$ cat config.mk
export PLATFORM = sky130hd
export DESIGN_NAME = pcsd_clock_control
export DESIGN_NICKNAME = d
export VERILOG_FILES = /design/src/include/pcsd_pkg.sv /design/src/core/pcsd_clock_control.sv
export SDC_FILE = /design/constraint.sdc
export NUM_CORES = 1
export LEC_CHECK = 0
export BUFFER_PORTS_ARGS = -buffer_cell sky130_fd_sc_hd__buf_2
export CORE_MARGIN = 2
export CORE_UTILIZATION = 37
export DETAILED_ROUTE_END_ITERATION = 6
export GPL_ROUTABILITY_DRIVEN = 0
export GPL_TIMING_DRIVEN = 1
export PLACE_DENSITY = 0.63
export SLEW_MARGIN = 15
export SYNTH_ARGS = -nofsm -noshare
export SYNTH_HDL_FRONTEND = slang
export SYNTH_SLANG_ARGS = --single-unit
$ cat constraint.sdc
create_clock -name ref_clk -period 4.63 [get_ports ref_clk]
set_input_delay 0.926 -clock ref_clk [delete_from_list [all_inputs] [get_ports ref_clk]]
set_output_delay 0.926 -clock ref_clk [all_outputs]
set_load 0.01 [all_outputs]
$ cat src/include/pcsd_pkg.sv
package pcsd_pkg;

  // Register indices; the byte address on the bus is four times the index.
  localparam logic [7:0] IDX_PLL_CONTROL       = 8'h3C;
  localparam logic [7:0] IDX_CLOCK_SOURCE_SEL  = 8'h3D;
  localparam logic [7:0] IDX_SLOW_CLOCK_DIV    = 8'h3E;
  localparam logic [7:0] IDX_CLOCK_STATUS      = 8'h3F;

  // Field positions of the loop control register.
  localparam int BIT_LOOP_POWER_ON       = 6;
  localparam int BIT_AUTO_BANDWIDTH      = 5;
  localparam int BIT_NOT_ACQUIRING       = 4;
  localparam int BIT_OSC_KEEPALIVE_STOP  = 2;
  localparam int BIT_FALLBACK_IRQ_ENABLE = 1;
  localparam int BIT_DISABLE_FALLBACK    = 0;

  // Field positions of the clock source select register.
  localparam int BIT_SYSTEM_CLOCK_FROM_LOOP    = 6;
  localparam int BIT_SYSTEM_CLOCK_FROM_DIVIDED = 5;
  localparam int BIT_MODULE_CLOCK_SEL    = 2;

  // Divider field and status fields.
  localparam int DIV_MSB                 = 5;
  localparam int BIT_STAT_FALLBACK       = 0;
  localparam int BIT_STAT_MONITOR_RESET  = 1;
  localparam int BIT_STAT_SWITCHING      = 2;
  localparam int BIT_STAT_HIGH_BANDWIDTH = 3;
  localparam int STAT_SOURCE_LSB         = 4;

  // Reset values of the software fields.
  localparam logic       RST_LOOP_POWER_ON     = 1'b1;
  localparam logic       RST_AUTO_BANDWIDTH    = 1'b1;
  localparam logic       RST_DISABLE_FALLBACK  = 1'b0;
  localparam logic [5:0] RST_DIVIDER           = 6'h00;

  // Pin vector positions; every pin passes the three stage synchroniser.
  localparam int PIN_CRYSTAL   = 0;
  localparam int PIN_LOOP_CLK  = 1;
  localparam int PIN_REF_LOST  = 2;
  localparam int PIN_SUPPLY    = 3;
  localparam int PIN_IN_TOL    = 4;
  localparam int PIN_COUNT     = 5;
  localparam logic [4:0] RST_PINS = 5'h08;

  // System clock sources.
  localparam logic [1:0] SRC_CRYSTAL = 2'h0;
  localparam logic [1:0] SRC_DIVIDED = 2'h1;
  localparam logic [1:0] SRC_LOOP    = 2'h2;

  // AHB transfer type bit that marks an active transfer.
  localparam int HTRANS_ACTIVE_BIT = 1;

  typedef enum logic [1:0] {
    SW_RUN   = 2'b00,
    SW_DRAIN = 2'b01,
    SW_ARM   = 2'b11
  } pcsd_switch_t;

endpackage

$ cat src/core/pcsd_clock_control.sv
// The AHB-Lite interface to the registers is this design's own decision.
`timescale 1ns/1ns
// Operation
// - Loop power stays on while loop drives system
// - Fallback forces loop power, reads latched value
// - Auto bandwidth makes acquisition bit read-only
// - Auto mode picks bandwidth from frequency nearness
// - Auto read: 0 acquiring, 1 tracking
// - Manual: 0 high bandwidth, 1 low
// - Keepalive bit keeps oscillator running in stop
// - Fallback irq enable gated, cleared without supply
// - Reference loss: fallback or monitor reset
// - Disable-fallback write once normally, forced without supply
// - Loop select needs loop power on
// - Fallback forces loop select, reads latched value
// - Divided select ignored while loop selected
// - Module clock: peripheral or slow-derived
// - Fallback forces module select to peripheral
// - Divider write takes effect within one period
// - Slow clock is crystal over twice divider
// - Slow clock keeps fifty percent duty
// - Bus, peripheral, timer clocks halve sources
// - Debug clock half crystal, else bus clock
// - Fallback derives all clocks but divided clock from loop
// - Fallback means reference lost, loop clock used
// - Switching holds clock low and stalls processor
module pcsd_clock_control (
  input  wire logic        ref_clk,
  input  wire logic        rst_n,
  input  wire logic        hsel,
  input  wire logic [31:0] haddr,
  input  wire logic [1:0]  htrans,
  input  wire logic        hwrite,
  input  wire logic [2:0]  hsize,
  input  wire logic [31:0] hwdata,
  input  wire logic        hready,
  output logic      [31:0] hrdata,
  output logic             hreadyout,
  output logic             hresp,
  input  wire logic        crystal_clock,
  input  wire logic        loop_output_clock,
  input  wire logic        reference_lost,
  input  wire logic        loop_supply,
  input  wire logic        loop_in_tolerance,
  input  wire logic        special_mode,
  input  wire logic        stop_request,
  output logic             system_clock,
  output logic             cpu_hold,
  output logic             bus_e_clock,
  output logic             periph_clock,
  output logic             timer_base_clock,
  output logic             module_clock,
  output logic             debug_clock,
  output logic             divided_clock,
  output logic             fallback_active,
  output logic             clock_monitor_reset,
  output logic             loop_power_enable,
  output logic             loop_high_bandwidth,
  output logic             oscillator_enable,
  output logic             fallback_irq_enable
);

  typedef struct packed {
    logic [4:0]          s1;
    logic [4:0]          s2;
    logic [4:0]          s3;
    logic [4:0]          lvl;
    logic                ap_valid;
    logic                ap_write;
    logic                ap_mapped;
    logic [7:0]          ap_idx;
    logic [31:0]         hrdata;
    logic                pon;
    logic                auto_bw;
    logic                not_acquiring;
    logic                keepalive;
    logic                irq_en;
    logic                no_fallback;
    logic                no_fallback_done;
    logic                from_loop;
    logic                from_divided;
    logic                mod_sel;
    logic [5:0]          div;
    logic [5:0]          cnt;
    logic                divided;
    pcsd_pkg::pcsd_switch_t sw;
    logic [1:0]          cur;
    logic [1:0]          pend;
    logic                system_clock;
    logic                cpu_hold;
    logic                bus_e;
    logic                periph;
    logic                timer_base;
    logic                module_clock;
    logic                xt_half;
    logic                debug_clock;
    logic                limp;
    logic                cm_reset;
    logic                pon_out;
    logic                high_bw;
    logic                osc_en;
  } pcsd_regs_t;

  pcsd_regs_t st;
  pcsd_regs_t n;

  logic [4:0] pins;
  logic       wr_now;
  logic [7:0] wbyte;
  logic       pon_eff;
  logic       from_loop_eff;
  logic       mod_sel_eff;
  logic [1:0] target;
  logic       xt_rise;
  logic       lp_rise;
  logic       div_rise;
  logic       sys_rise;
  logic       restart;
  logic       slower;
  logic [7:0] rd;

  assign pins = {loop_in_tolerance, loop_supply, reference_lost, loop_output_clock,
                 crystal_clock};

  function automatic logic src_level(input logic [1:0] sel, input logic [4:0] lv,
                                     input logic divl);
    logic r;
    r = lv[pcsd_pkg::PIN_CRYSTAL];
    if (sel == pcsd_pkg::SRC_LOOP) begin
      r = lv[pcsd_pkg::PIN_LOOP_CLK];
    end else if (sel == pcsd_pkg::SRC_DIVIDED) begin
      r = divl;
    end
    return r;
  endfunction

  always_comb begin
    n = st;
    // Pins pass three stages; a level is accepted once stages two and three agree.
    n.s1  = pins;
    n.s2  = st.s1;
    n.s3  = st.s2;
    n.lvl = (st.s2 & st.s3) | (st.lvl & (st.s2 ^ st.s3));
    xt_rise = n.lvl[pcsd_pkg::PIN_CRYSTAL] & ~st.lvl[pcsd_pkg::PIN_CRYSTAL];
    lp_rise = n.lvl[pcsd_pkg::PIN_LOOP_CLK] & ~st.lvl[pcsd_pkg::PIN_LOOP_CLK];

    // Data phase write of the transfer captured in the previous cycle.
    wr_now  = st.ap_valid & st.ap_write & st.ap_mapped;
    wbyte   = hwdata[7:0];
    restart = 1'b0;
    if (wr_now && st.ap_idx == pcsd_pkg::IDX_PLL_CONTROL) begin
      n.pon = wbyte[pcsd_pkg::BIT_LOOP_POWER_ON] | (st.pon & st.from_loop);
      n.auto_bw = wbyte[pcsd_pkg::BIT_AUTO_BANDWIDTH];
      if (!st.auto_bw) begin
        n.not_acquiring = wbyte[pcsd_pkg::BIT_NOT_ACQUIRING];
      end
      n.keepalive = wbyte[pcsd_pkg::BIT_OSC_KEEPALIVE_STOP];
      n.irq_en    = wbyte[pcsd_pkg::BIT_FALLBACK_IRQ_ENABLE];
      if (special_mode || !st.no_fallback_done) begin
        n.no_fallback      = wbyte[pcsd_pkg::BIT_DISABLE_FALLBACK];
        n.no_fallback_done = ~special_mode;
      end
    end
    if (wr_now && st.ap_idx == pcsd_pkg::IDX_CLOCK_SOURCE_SEL) begin
      n.from_loop    = wbyte[pcsd_pkg::BIT_SYSTEM_CLOCK_FROM_LOOP] & st.pon;
      n.from_divided = wbyte[pcsd_pkg::BIT_SYSTEM_CLOCK_FROM_DIVIDED];
      n.mod_sel      = wbyte[pcsd_pkg::BIT_MODULE_CLOCK_SEL];
    end
    if (wr_now && st.ap_idx == pcsd_pkg::IDX_SLOW_CLOCK_DIV) begin
      n.div   = wbyte[pcsd_pkg::DIV_MSB:0];
      restart = 1'b1;
    end
    // Without the loop supply these fields are held at their safe values.
    if (!n.lvl[pcsd_pkg::PIN_SUPPLY]) begin
      n.pon         = 1'b0;
      n.irq_en      = 1'b0;
      n.no_fallback = 1'b1;
    end

    // Loss of the reference either falls back to the loop or asks for a reset.
    n.limp        = n.lvl[pcsd_pkg::PIN_REF_LOST] & ~n.no_fallback;
    n.cm_reset    = n.lvl[pcsd_pkg::PIN_REF_LOST] & n.no_fallback;
    pon_eff       = n.pon | n.limp;
    from_loop_eff = n.from_loop | n.limp;
    mod_sel_eff   = n.mod_sel & ~n.limp;
    n.pon_out     = pon_eff;
    if (from_loop_eff) begin
      target = pcsd_pkg::SRC_LOOP;
    end else if (n.from_divided) begin
      target = pcsd_pkg::SRC_DIVIDED;
    end else begin
      target = pcsd_pkg::SRC_CRYSTAL;
    end

    // Bandwidth: automatic follows the tolerance detector, manual follows software.
    if (n.auto_bw) begin
      n.not_acquiring = n.lvl[pcsd_pkg::PIN_IN_TOL] & pon_eff;
      n.high_bw       = ~n.not_acquiring;
    end else begin
      n.high_bw = ~n.not_acquiring;
    end
    n.osc_en = ~(stop_request & ~n.keepalive);

    // Slow divider; a write restarts the count so the new rate starts at once.
    if (n.div == 6'h00) begin
      n.cnt     = 6'h00;
      n.divided = n.lvl[pcsd_pkg::PIN_CRYSTAL];
    end else if (restart) begin
      n.cnt = 6'h00;
    end else if (xt_rise) begin
      if (st.cnt == n.div - 6'h01) begin
        n.cnt     = 6'h00;
        n.divided = ~st.divided;
      end else begin
        n.cnt = st.cnt + 6'h01;
      end
    end
    div_rise = n.divided & ~st.divided;

    // Source switch: the old source is seen low, then the new one, before it is let through.
    case (st.sw)
      pcsd_pkg::SW_RUN: begin
        if (target != st.cur) begin
          n.pend = target;
          n.sw   = pcsd_pkg::SW_DRAIN;
        end
      end
      pcsd_pkg::SW_DRAIN: begin
        if (!src_level(st.cur, n.lvl, n.divided)) begin
          n.sw = pcsd_pkg::SW_ARM;
        end
      end
      pcsd_pkg::SW_ARM: begin
        if (!src_level(st.pend, n.lvl, n.divided)) begin
          n.cur = st.pend;
          n.sw  = pcsd_pkg::SW_RUN;
        end
      end
      default: begin
        n.sw = pcsd_pkg::SW_RUN;
      end
    endcase
    n.cpu_hold     = (n.sw != pcsd_pkg::SW_RUN);
    n.system_clock = n.cpu_hold ? 1'b0 : src_level(n.cur, n.lvl, n.divided);
    sys_rise       = n.system_clock & ~st.system_clock;

    // Derived clocks toggle on rising edges of their source, halving it.
    if (sys_rise) begin
      n.bus_e  = ~st.bus_e;
      n.periph = ~st.periph;
    end
    if (n.limp ? lp_rise : div_rise) begin
      n.timer_base = ~st.timer_base;
    end
    if (xt_rise) begin
      n.xt_half = ~st.xt_half;
    end
    n.module_clock = mod_sel_eff ? n.timer_base : n.periph;
    slower = ~n.from_loop & n.from_divided & (n.div != 6'h00);
    // In fallback the system clock is the loop, so the bus clock is loop derived.
    n.debug_clock = (n.limp | slower) ? n.bus_e : n.xt_half;

    // Address phase; read data is taken from the next state so a write just ahead is seen.
    n.ap_valid = hsel & hready & htrans[pcsd_pkg::HTRANS_ACTIVE_BIT];
    n.ap_write = hwrite;
    n.ap_idx   = haddr[9:2];
    n.ap_mapped = (haddr[31:10] == 22'h000000) && (haddr[9:2] >= pcsd_pkg::IDX_PLL_CONTROL);
    rd = 8'h00;
    case (haddr[9:2])
      pcsd_pkg::IDX_PLL_CONTROL: begin
        rd[pcsd_pkg::BIT_LOOP_POWER_ON]       = n.pon;
        rd[pcsd_pkg::BIT_AUTO_BANDWIDTH]      = n.auto_bw;
        rd[pcsd_pkg::BIT_NOT_ACQUIRING]       = n.not_acquiring;
        rd[pcsd_pkg::BIT_OSC_KEEPALIVE_STOP]  = n.keepalive;
        rd[pcsd_pkg::BIT_FALLBACK_IRQ_ENABLE] = n.irq_en;
        rd[pcsd_pkg::BIT_DISABLE_FALLBACK]    = n.no_fallback;
      end
      pcsd_pkg::IDX_CLOCK_SOURCE_SEL: begin
        rd[pcsd_pkg::BIT_SYSTEM_CLOCK_FROM_LOOP]    = n.from_loop;
        rd[pcsd_pkg::BIT_SYSTEM_CLOCK_FROM_DIVIDED] = n.from_divided;
        rd[pcsd_pkg::BIT_MODULE_CLOCK_SEL]    = n.mod_sel;
      end
      pcsd_pkg::IDX_SLOW_CLOCK_DIV: begin
        rd[pcsd_pkg::DIV_MSB:0] = n.div;
      end
      pcsd_pkg::IDX_CLOCK_STATUS: begin
        rd[pcsd_pkg::BIT_STAT_FALLBACK]       = n.limp;
        rd[pcsd_pkg::BIT_STAT_MONITOR_RESET]  = n.cm_reset;
        rd[pcsd_pkg::BIT_STAT_SWITCHING]      = n.cpu_hold;
        rd[pcsd_pkg::BIT_STAT_HIGH_BANDWIDTH] = n.high_bw;
        rd[pcsd_pkg::STAT_SOURCE_LSB +: 2]    = n.cur;
      end
      default: begin
        rd = 8'h00;
      end
    endcase
    if (n.ap_valid && !hwrite) begin
      n.hrdata = n.ap_mapped ? {24'h000000, rd} : 32'h00000000;
    end
  end

  always_ff @(posedge ref_clk) begin
    if (!rst_n) begin
      st         <= '0;
      st.s1      <= pcsd_pkg::RST_PINS;
      st.s2      <= pcsd_pkg::RST_PINS;
      st.s3      <= pcsd_pkg::RST_PINS;
      st.lvl     <= pcsd_pkg::RST_PINS;
      st.pon     <= pcsd_pkg::RST_LOOP_POWER_ON;
      st.auto_bw <= pcsd_pkg::RST_AUTO_BANDWIDTH;
      st.no_fallback <= pcsd_pkg::RST_DISABLE_FALLBACK;
      st.div     <= pcsd_pkg::RST_DIVIDER;
      st.sw      <= pcsd_pkg::SW_RUN;
      st.cur     <= pcsd_pkg::SRC_CRYSTAL;
      st.pend    <= pcsd_pkg::SRC_CRYSTAL;
      st.pon_out <= 1'b1;
      st.osc_en  <= 1'b1;
    end else begin
      st <= n;
    end
  end

  // The slave never stalls, so every transfer completes in its first data cycle.
  assign hreadyout           = 1'b1;
  assign hresp               = 1'b0;
  assign hrdata              = st.hrdata;
  assign system_clock        = st.system_clock;
  assign cpu_hold            = st.cpu_hold;
  assign bus_e_clock         = st.bus_e;
  assign periph_clock        = st.periph;
  assign timer_base_clock    = st.timer_base;
  assign module_clock        = st.module_clock;
  assign debug_clock         = st.debug_clock;
  assign divided_clock       = st.divided;
  assign fallback_active     = st.limp;
  assign clock_monitor_reset = st.cm_reset;
  assign loop_power_enable   = st.pon_out;
  assign loop_high_bandwidth = st.high_bw;
  assign oscillator_enable   = st.osc_en;
  assign fallback_irq_enable = st.irq_en;
endmodule

==> results of run 1 <==
stage by stage:
stage	area, um2	power (uW)	hold slack (ns)
after floorplan	4110	787	0.386
after global placement	4350	808	0.389
after detailed placement	4350	810	0.394
after CTS	4530	1280	0.415
after global routing	4530	1320	0.439
final	4530	1270	0.412
cell type report:
class,count,area [um2],share of cell area
multi-input combinational,352,2140,0.474
sequential,80,1600,0.354
timing repair buffer,75,388,0.0857
tap,140,175,0.0387
clock buffer,9,124,0.0274
clock inverter,7,55.1,0.0122
inverter,10,37.5,0.00829
how the worst max path moves through the flow:
stage / from / end / slack, ns
detailed placement: hwdata[0] / debug_clock / 0.78
floorplan: st[80] / debug_clock / 1.25
global placement: hwdata[0] / module_clock / 0.83
global route: st[74] / module_clock / 0.68
finish: st[74] / debug_clock / 0.93
CTS: st[80] / debug_clock / 0.94
cells by family (layout without fill, tap and decap cells):
family	Yosys count	in the layout
and+or+nand+nor	206	206
adders and majority gates	8	8
muxes	17	17
xor gates and xnor gates	13	13
AOI/OAI and AO/OA	81	81
other	2	27
DFF	80	80
buffers and inverters	63	101
state kept, by name, indices dropped and copies added, names as in the netlist:
| name | count |
|---|---|
| hrdata | 7 |
| st | 49 |
| debug_clock | 1 |
| fallback_active | 1 |
| oscillator_enable | 1 |
| n | 10 |
| divided_clock | 1 |
| loop_high_bandwidth | 1 |
| timer_base_clock | 1 |
| module_clock | 1 |
| cpu_hold | 1 |
| fallback_irq_enable | 1 |
| system_clock | 1 |
| periph_clock | 1 |
| loop_power_enable | 1 |
| bus_e_clock | 1 |
| clock_monitor_reset | 1 |
synthesized netlist by cell type, types with 2 or more instances:
library cell / n
buf_2: 2
mux2_2: 2
or4_1: 2
nand2_1: 32
a211oi_1: 6
nor3b_1: 2
nand2b_1: 13
o22ai_1: 3
clkbuf_1: 16
nand4b_1: 2
ha_1: 8
xnor2_1: 9
o31ai_1: 6
nor3_1: 11
inv_1: 9
o31a_1: 2
a21boi_0: 2
mux2i_1: 15
or3_1: 7
xor2_1: 4
nand4_1: 7
a31oi_1: 4
dfxtp_1: 80
nor2_1: 56
buf_4: 34
and4_1: 4
conb_1: 2
nor2b_1: 9
and2_1: 24
nor4_1: 8
o2111ai_1: 2
a21oi_1: 25
nand3_1: 15
or3_4: 2
o21ai_0: 11
or2_2: 2
nor4b_1: 4
o32ai_1: 3
power breakdown:
group / total [uW] / internal (uW) / switching [uW]
combinational: 88.1 / 34.3 / 53.8
sequential: 707 / 701 / 5.72
clock: 471 / 200 / 271
total: 1270 / 935 / 330
critical path: cells and delay by family, from the launching register on:
kind                     cells  cell delay [ns]
buffers and inverters        1             0.07
flip-flops                   1             0.43
adder cells (fa/ha/maj)      1             0.27
AND/OR/NAND/NOR              7             2.24
AO/OA/AOI/OAI                2             0.61
routing by layer:
layer	share of wire	wire length, um	vias to the layer above
met3	0.060	559	10
met1	0.48	4470	1623
met2	0.45	4250	119
met5	0	0	-
li1	-	-	1724
met4	0.012	115	0
==> results.sh, run 1 <==
export IMPL_setup_ws_ns=0.929
export IMPL_clk_latency_ns=0.35
export IMPL_drt_initial_drc_count=135
export IMPL_synth_top_family_by_area="simple AND/OR/NAND/NOR gates"
export IMPL_final_nets=617
export IMPL_dp_cells=657
export IMPL_final_common_cell="dfxtp_1"
export IMPL_h_tree_depth=3
export IMPL_grt_max_degree=39
export IMPL_cts_root_buf="clkbuf_8"
export IMPL_path_class="flip-flop to flip-flop"
export IMPL_yosys_area_top_type="dfxtp_1"
export IMPL_yosys_warnings=0
export IMPL_grt_overflow=0
export IMPL_synth_async_reset_ratio=0
export IMPL_final_max_slew_violation_count=0
export IMPL_cts_tree="done"
export IMPL_yosysTopAreaCellShare=0.399
export IMPL_ys_ff_latch=80
export IMPL_synth_adder_area_share=0.0249
export IMPL_area_growth_pct=12.6
export IMPL_hold_path_depth=1
export IMPL_syn_area_um2=4020
export IMPL_synth_compound_area_share=0.136
export IMPL_syn_area_per_cell_um2=8.55
export IMPL_critPathMostFrequentCell="nand4_1"
export IMPL_grt_pass1_vias=3164
export IMPL_ys_seq_area_frac=0.399
export IMPL_synth_edf_count=0
export IMPL_wl_per_cell_um=14.0
export IMPL_coreArea_um2=10700
export IMPL_io_pins=129
export IMPL_final_util=0.423
export IMPL_grt_busiest_layer="met2"
export IMPL_synthCells=470
export IMPL_hp_start="n[98]"
export IMPL_first_pass_iters=5
export IMPL_period_share=0.799
export IMPL_num_vias=3476
export IMPL_drc=0
export IMPL_hold_buffers=0
export IMPL_max_vdd_ir_drop_v=0.000144
export IMPL_die_w_um=108
export IMPL_rsz0062_at_grt="false"
export IMPL_io_buffer_count=70
export IMPL_start_util=0.376
export IMPL_worst_hold_path_type="flip-flop to flip-flop"
export IMPL_synth_simple_area_share=0.276
export IMPL_clock_skew_ns=0.00653
export IMPL_cts_buffers=9
export IMPL_worstPathCellList="nor2b_1 > nand4_1 > a21oi_1 > ha_1 > inv_1 > or4_1 > nand4_1 > nor3_1 > or3_4 > or3_1 > a31oi_1"
export IMPL_final_cell_mix="dfxtp_1 (80), buf_2 (70), nor2_1 (56), nand2_1 (32), conb_1 (27)"
export IMPL_grt_util_all_layers=0.166
export IMPL_final_layout_size_suffix_gt1_frac=0.195
export IMPL_synthMuxAreaShare=0.0430
export IMPL_rr_worst_depth=11
export IMPL_synth_distinct_cells=63
export IMPL_dp_slack_ns=0.785
export IMPL_rrSetupSlack_ns=0.93
export IMPL_die_h_um=108
export IMPL_max_freq_mhz=270
export IMPL_fin_crit_ns=3.70
export IMPL_slowest_stage="or4_1"
export IMPL_clockBufferDepth=2
export IMPL_dpl_hpwl_um=6950
export IMPL_cap_violations=0
export IMPL_routed_wl_um=9390
export IMPL_postCtsSetupRepairBufs=0
export IMPL_leakage_uw=0.00189
export IMPL_ys_top_cells_by_area="dfxtp_1 (40%), buf_4 (6.4%), nor2_1 (5.2%)"
export IMPL_antenna_found_initial=0
export IMPL_stdcell_count=673
export IMPL_maxSlewHeadroom=0.546
export IMPL_r2r_start="st[74]"
export IMPL_hold_violations=0
export IMPL_status="finished clean"
export IMPL_vias_per_cell=5.16
export IMPL_worstSetupStartpointType="flip-flop"
export IMPL_synth_xor_xnor_area_share=0.0283
export IMPL_clkTransAtPathRegs_ns=0.09
export IMPL_whs_endpoint="n[93]"
export IMPL_antennaDiodeCount=0
export IMPL_fill_cells=1101
export IMPL_worst_setup_path_end_kind="flip-flop"
export IMPL_grt_use_met3=0.0416
export IMPL_setup_tns_ns=0
export IMPL_cp_max_fo=11
export IMPL_synth_ff_type="dfxtp_1"
export IMPL_tightestPinTransition_ns=0.681
export IMPL_arrival_ns=3.98
export IMPL_grt_pass1_wl_um=15300
export IMPL_slowest_delay_ns=0.55
export IMPL_p_per_area_nw_per_um2=280
export IMPL_die_area_um2=11700
export IMPL_reg2reg_to="debug_clock"
export IMPL_crit_required_ns=4.90
export IMPL_setup_violations=0
export IMPL_floorplan_rows=38
export IMPL_met2_usage=0.259
export IMPL_numClockSinks=80
export IMPL_antenna_left=0
export IMPL_ctsResizeCount=0
export IMPL_grt_util_met1=0.227
No activity file was read; power rests on OpenSTA's default activity.
==> run 2, diff against run 1 <==
Settings changed: PLACE_DENSITY 0.63 to 0.66.
Clock period 4.63 ns to 3.22 ns, I/O delays scaled along.
==> run 2 against run 1 <==
The run now ends with negative setup slack left. Final cell count increased by 4.3%. Sequential power increased by 44%. Setup slack worse by 1.1 ns. Utilization increased by 4.9 points. Global-route usage up 0.88 points. Sequential share of layout area is 3.7 points lower. Clock power rose by 95%. Final area is 12% higher. Sequential cell count unchanged. Die area is the same.
==> results.sh, run 2 (same netlist as run 1, synthesis figures left out) <==
export IMPL_setup_tns_ns=-0.398
export IMPL_cap_violations=0
export IMPL_h_tree_depth=3
export IMPL_clk_latency_ns=0.36
export IMPL_grt_util_all_layers=0.175
export IMPL_crit_required_ns=3.50
export IMPL_max_freq_mhz=298
export IMPL_final_util=0.472
export IMPL_io_buffer_count=70
export IMPL_first_pass_iters=4
export IMPL_fin_crit_ns=3.35
export IMPL_setup_violations=5
export IMPL_drc=0
export IMPL_io_pins=129
export IMPL_cts_buffers=9
export IMPL_grt_pass1_wl_um=16200
export IMPL_grt_overflow=0
export IMPL_dp_slack_ns=-0.174
export IMPL_grt_util_met1=0.220
export IMPL_clkTransAtPathRegs_ns=0.08
export IMPL_grt_use_met3=0.0313
export IMPL_worst_setup_path_end_kind="flip-flop"
export IMPL_status="finished, violations left"
export IMPL_final_common_cell="dfxtp_1"
export IMPL_antenna_left=0
export IMPL_grt_busiest_layer="met2"
export IMPL_final_layout_size_suffix_gt1_frac=0.288
export IMPL_start_util=0.376
export IMPL_hold_violations=0
export IMPL_drt_initial_drc_count=165
export IMPL_grt_pass1_vias=3512
export IMPL_dpl_hpwl_um=7260
export IMPL_wl_per_cell_um=14.2
export IMPL_die_w_um=108
export IMPL_antenna_found_initial=0
export IMPL_path_class="flip-flop to flip-flop"
export IMPL_tightestPinTransition_ns=0.752
export IMPL_grt_max_degree=38
export IMPL_clock_skew_ns=0.00862
export IMPL_stdcell_count=702
export IMPL_area_growth_pct=25.7
export IMPL_clockBufferDepth=2
export IMPL_p_per_area_nw_per_um2=411
export IMPL_hold_buffers=0
export IMPL_setup_ws_ns=-0.131
export IMPL_dp_cells=679
export IMPL_cp_max_fo=5
export IMPL_slowest_delay_ns=0.50
export IMPL_final_nets=646
export IMPL_rsz0062_at_grt="true"
export IMPL_cp_top_family="simple AND/OR/NAND/NOR gates"
export IMPL_floorplan_rows=38
export IMPL_die_h_um=108
export IMPL_vias_per_cell=5.15
export IMPL_routed_wl_um=9980
export IMPL_max_vdd_ir_drop_v=0.000218
export IMPL_final_cell_mix="dfxtp_1 (79), buf_2 (70), nor2_1 (55), nand2_1 (32), buf_4 (32)"
export IMPL_cts_tree="done"
export IMPL_num_vias=3613
export IMPL_slowest_stage="or4_4"
export IMPL_coreArea_um2=10700
export IMPL_path_buf_inv=2
export IMPL_maxSlewHeadroom=0.496
export IMPL_die_area_um2=11700
export IMPL_worst_hold_path_type="flip-flop to flip-flop"
export IMPL_worstPathCellList="and4bb_2 > and4_4 > mux2i_4 > buf_6 > ha_4 > inv_2 > or4_4 > nand4_1 > nor3_2 > or3_4 > or3_4 > a31oi_4"
export IMPL_leakage_uw=0.00212
export IMPL_antennaDiodeCount=0
export IMPL_violations="negative setup slack"
export IMPL_arrival_ns=3.63
export IMPL_top_register="st"
export IMPL_critPathMostFrequentCell="or3_4"
export IMPL_period_share=1.04
export IMPL_met2_usage=0.296
export IMPL_final_max_slew_violation_count=0
export IMPL_numClockSinks=80
export IMPL_largest_reg_flops=49
export IMPL_worstSetupStartpointType="flip-flop"
export IMPL_cts_root_buf="clkbuf_8"
[run 2: layout make-up]
cell class	instances	area, um2
Clock buffer	10	138
Clock inverter	6	115
Fill cell	1002	5650
Inverter	10	37.5
Multi-Input combinational cell	352	2370
Sequential cell	80	1600
Tap cell	140	175
Timing Repair Buffer	104	613
[run 2: where the power goes]
part | leakage, uW | total [uW] | internal [uW] | switching (uW)
clock network | 0.000123 | 918 | 540 | 378
registers | 0.000651 | 1020 | 1010 | 6.79
logic | 0.00134 | 142 | 58.4 | 84.1
[run 2: path summary, 6_finish.rpt]
path	slack (ns)	start	depth (start not counted)	end
worst max-delay path	-0.13	st[81]	12	module_clock
worst max register to register	-0.13	st[81]	12	module_clock
worst min-delay path	0.41	n[98]	1	n[93]
worst min register to register	0.41	n[98]	1	n[93]
[run 2: per-layer routing]
metal  part of all wire  routed length (um)
met1               0.44                4420
met2               0.48                4750
met3              0.064                 634
met4              0.017                 172
met5                  0                   0
[run 2: stage by stage]
stage               cell area [um2]  hold slack (ns)  total power (uW)
global route                   5050            0.445              2150
CTS                            4850            0.419              2090
global placement               4530            0.389              1170
finish                         5050            0.414              2080
detailed placement             4530            0.400              1180
floorplan                      4140            0.386              1130
[run 2: what timing repair did]
action / CTS / global route
cloned: 0 / 0
setup buffers: 2 / 5
resized for setup: 13 / 27
pin swaps: 7 / 17
endpoints found under the setup margin: 11 / 16
==> run 3, diff against run 2 <==
Settings changed: SETUP_SLACK_MARGIN set to 0.05.
==> run 3 against run 2 <==
Final cell count fell by 0.57%. Non-clock buffer count decreased by 3. Clock power shrank 22%. Utilization shrank 1.2 points. First-iteration DRC count increased by 15%. Count of clock-buffer cells in the layout decreased by 1. The flow still finishes with violations (negative setup slack). Critical path depth is the same. Wire length up 2.1%. Highest routed layer unchanged.
==> results.sh, run 3 (same netlist as run 1, synthesis figures left out) <==
export IMPL_grt_pass1_wl_um=16300
export IMPL_slowest_stage="or3_4"
export IMPL_grt_util_all_layers=0.176
export IMPL_worst_hold_path_type="flip-flop to flip-flop"
export IMPL_antenna_left=0
export IMPL_grt_pass1_vias=3411
export IMPL_routed_wl_um=10200
export IMPL_dpl_hpwl_um=7400
export IMPL_grt_busiest_layer="met2"
export IMPL_fin_crit_ns=3.27
export IMPL_io_pins=129
export IMPL_worst_setup_path_end_kind="flip-flop"
export IMPL_slowest_delay_ns=0.42
export IMPL_setup_violations=5
export IMPL_path_class="flip-flop to flip-flop"
export IMPL_tightestPinTransition_ns=0.752
export IMPL_max_vdd_ir_drop_v=0.000217
export IMPL_die_w_um=108
export IMPL_path_buf_inv=0
export IMPL_h_tree_depth=3
export IMPL_cts_buffers=9
export IMPL_clockBufferDepth=2
export IMPL_cts_root_buf="clkbuf_8"
export IMPL_die_area_um2=11700
export IMPL_arrival_ns=3.55
export IMPL_violations="negative setup slack"
export IMPL_largest_reg_flops=49
export IMPL_wl_per_cell_um=14.6
export IMPL_critPathMostFrequentCell="or3_4"
export IMPL_crit_required_ns=3.50
export IMPL_antennaDiodeCount=0
export IMPL_clkTransAtPathRegs_ns=0.08
export IMPL_grt_use_met3=0.0374
export IMPL_vias_per_cell=5.16
export IMPL_met2_usage=0.285
export IMPL_whs_ns=0.416
export IMPL_top_register="st"
export IMPL_first_pass_iters=5
export IMPL_final_nets=643
export IMPL_clock_skew_ns=0.0114
export IMPL_clk_latency_ns=0.35
export IMPL_leakage_uw=0.00207
export IMPL_p_per_area_nw_per_um2=381
export IMPL_drc=0
export IMPL_cp_max_fo=5
export IMPL_worstPathCellList="and4bb_2 > and4_4 > mux2i_4 > ha_4 > xnor2_4 > a211oi_2 > nor3_2 > or3_4 > nor3_2 > or3_4 > or3_4 > a31oi_2"
export IMPL_antenna_found_initial=0
export IMPL_grt_max_degree=38
export IMPL_maxSlewHeadroom=0.495
export IMPL_area_growth_pct=22.4
export IMPL_status="finished, violations left"
export IMPL_drt_initial_drc_count=189
export IMPL_final_layout_size_suffix_gt1_frac=0.280
export IMPL_dpl_cell_area_um2=4570
export IMPL_grt_overflow=0
export IMPL_setup_ws_ns=-0.0484
export IMPL_die_h_um=108
export IMPL_io_buffer_count=70
export IMPL_period_share=1.02
export IMPL_cp_top_family="simple AND/OR/NAND/NOR gates"
export IMPL_final_common_cell="dfxtp_1"
export IMPL_num_vias=3600
export IMPL_hold_violations=0
export IMPL_worstSetupStartpointType="flip-flop"
export IMPL_cts_tree="done"
export IMPL_hold_buffers=0
export IMPL_max_freq_mhz=306
export IMPL_final_max_slew_violation_count=0
export IMPL_rrSetupSlack_ns=-0.05
export IMPL_numClockSinks=80
export IMPL_cap_violations=0
export IMPL_rsz0062_at_grt="true"
export IMPL_start_util=0.376
export IMPL_coreArea_um2=10700
export IMPL_fin_area_um2=4920
export IMPL_grt_util_met1=0.229
export IMPL_floorplan_rows=38
export IMPL_final_cell_mix="dfxtp_1 (80), buf_2 (70), nor2_1 (55), nand2_1 (32), buf_4 (31)"
run 3: final timing paths:
path,from,end,cells past startpoint
worst min register to register,n[98],n[93],1
worst max register to register,st[81],module_clock,12
worst max-delay path,st[81],module_clock,12
worst min-delay path,n[98],n[93],1
run 3: what timing repair did:
action,4_1_cts,5_1_grt
gates resized for setup,11,13
buffers inserted,3,1
endpoints found under the setup margin,8,16
pin swaps,12,6
cloned,0,0
run 3: per-stage QoR:
step / setup slack (ns) / setup TNS, ns / utilization / cells / total power (uW)
after global routing: -0.177 / -1.14 / 0.460 / 698 / 1950
after detailed placement: -0.187 / -1.16 / 0.427 / 679 / 1180
after floorplan: 0.0538 / 0 / - / 495 / 1130
after global placement: -0.135 / -0.776 / 0.427 / 679 / 1170
final: -0.0484 / -0.174 / 0.460 / 698 / 1870
after CTS: -0.0128 / -0.0269 / 0.453 / 697 / 1890
run 3: power by group:
| part | total, uW | internal [uW] | switching (uW) |
|---|---|---|---|
| combinational | 142 | 58.0 | 84.4 |
| sequential | 1020 | 1010 | 7.40 |
| clock | 714 | 351 | 363 |
| total | 1870 | 1420 | 455 |
run 3: layer usage:
| metal | vias up | part of all wire |
|---|---|---|
| met5 | - | 0 |
| met4 | 0 | 0.012 |
| met3 | 11 | 0.065 |
| met2 | 124 | 0.47 |
| met1 | 1695 | 0.45 |
| li1 | 1770 | - |
run 3: final cells by class:
type	count	area, um2
multi-input cells	352	2340
inverters	10	37.5
flip-flops and latches	80	1600
well taps	140	175
repair buffers	101	583
fillers	1077	5780
clock buffers	9	124
clock inverters	6	61.3
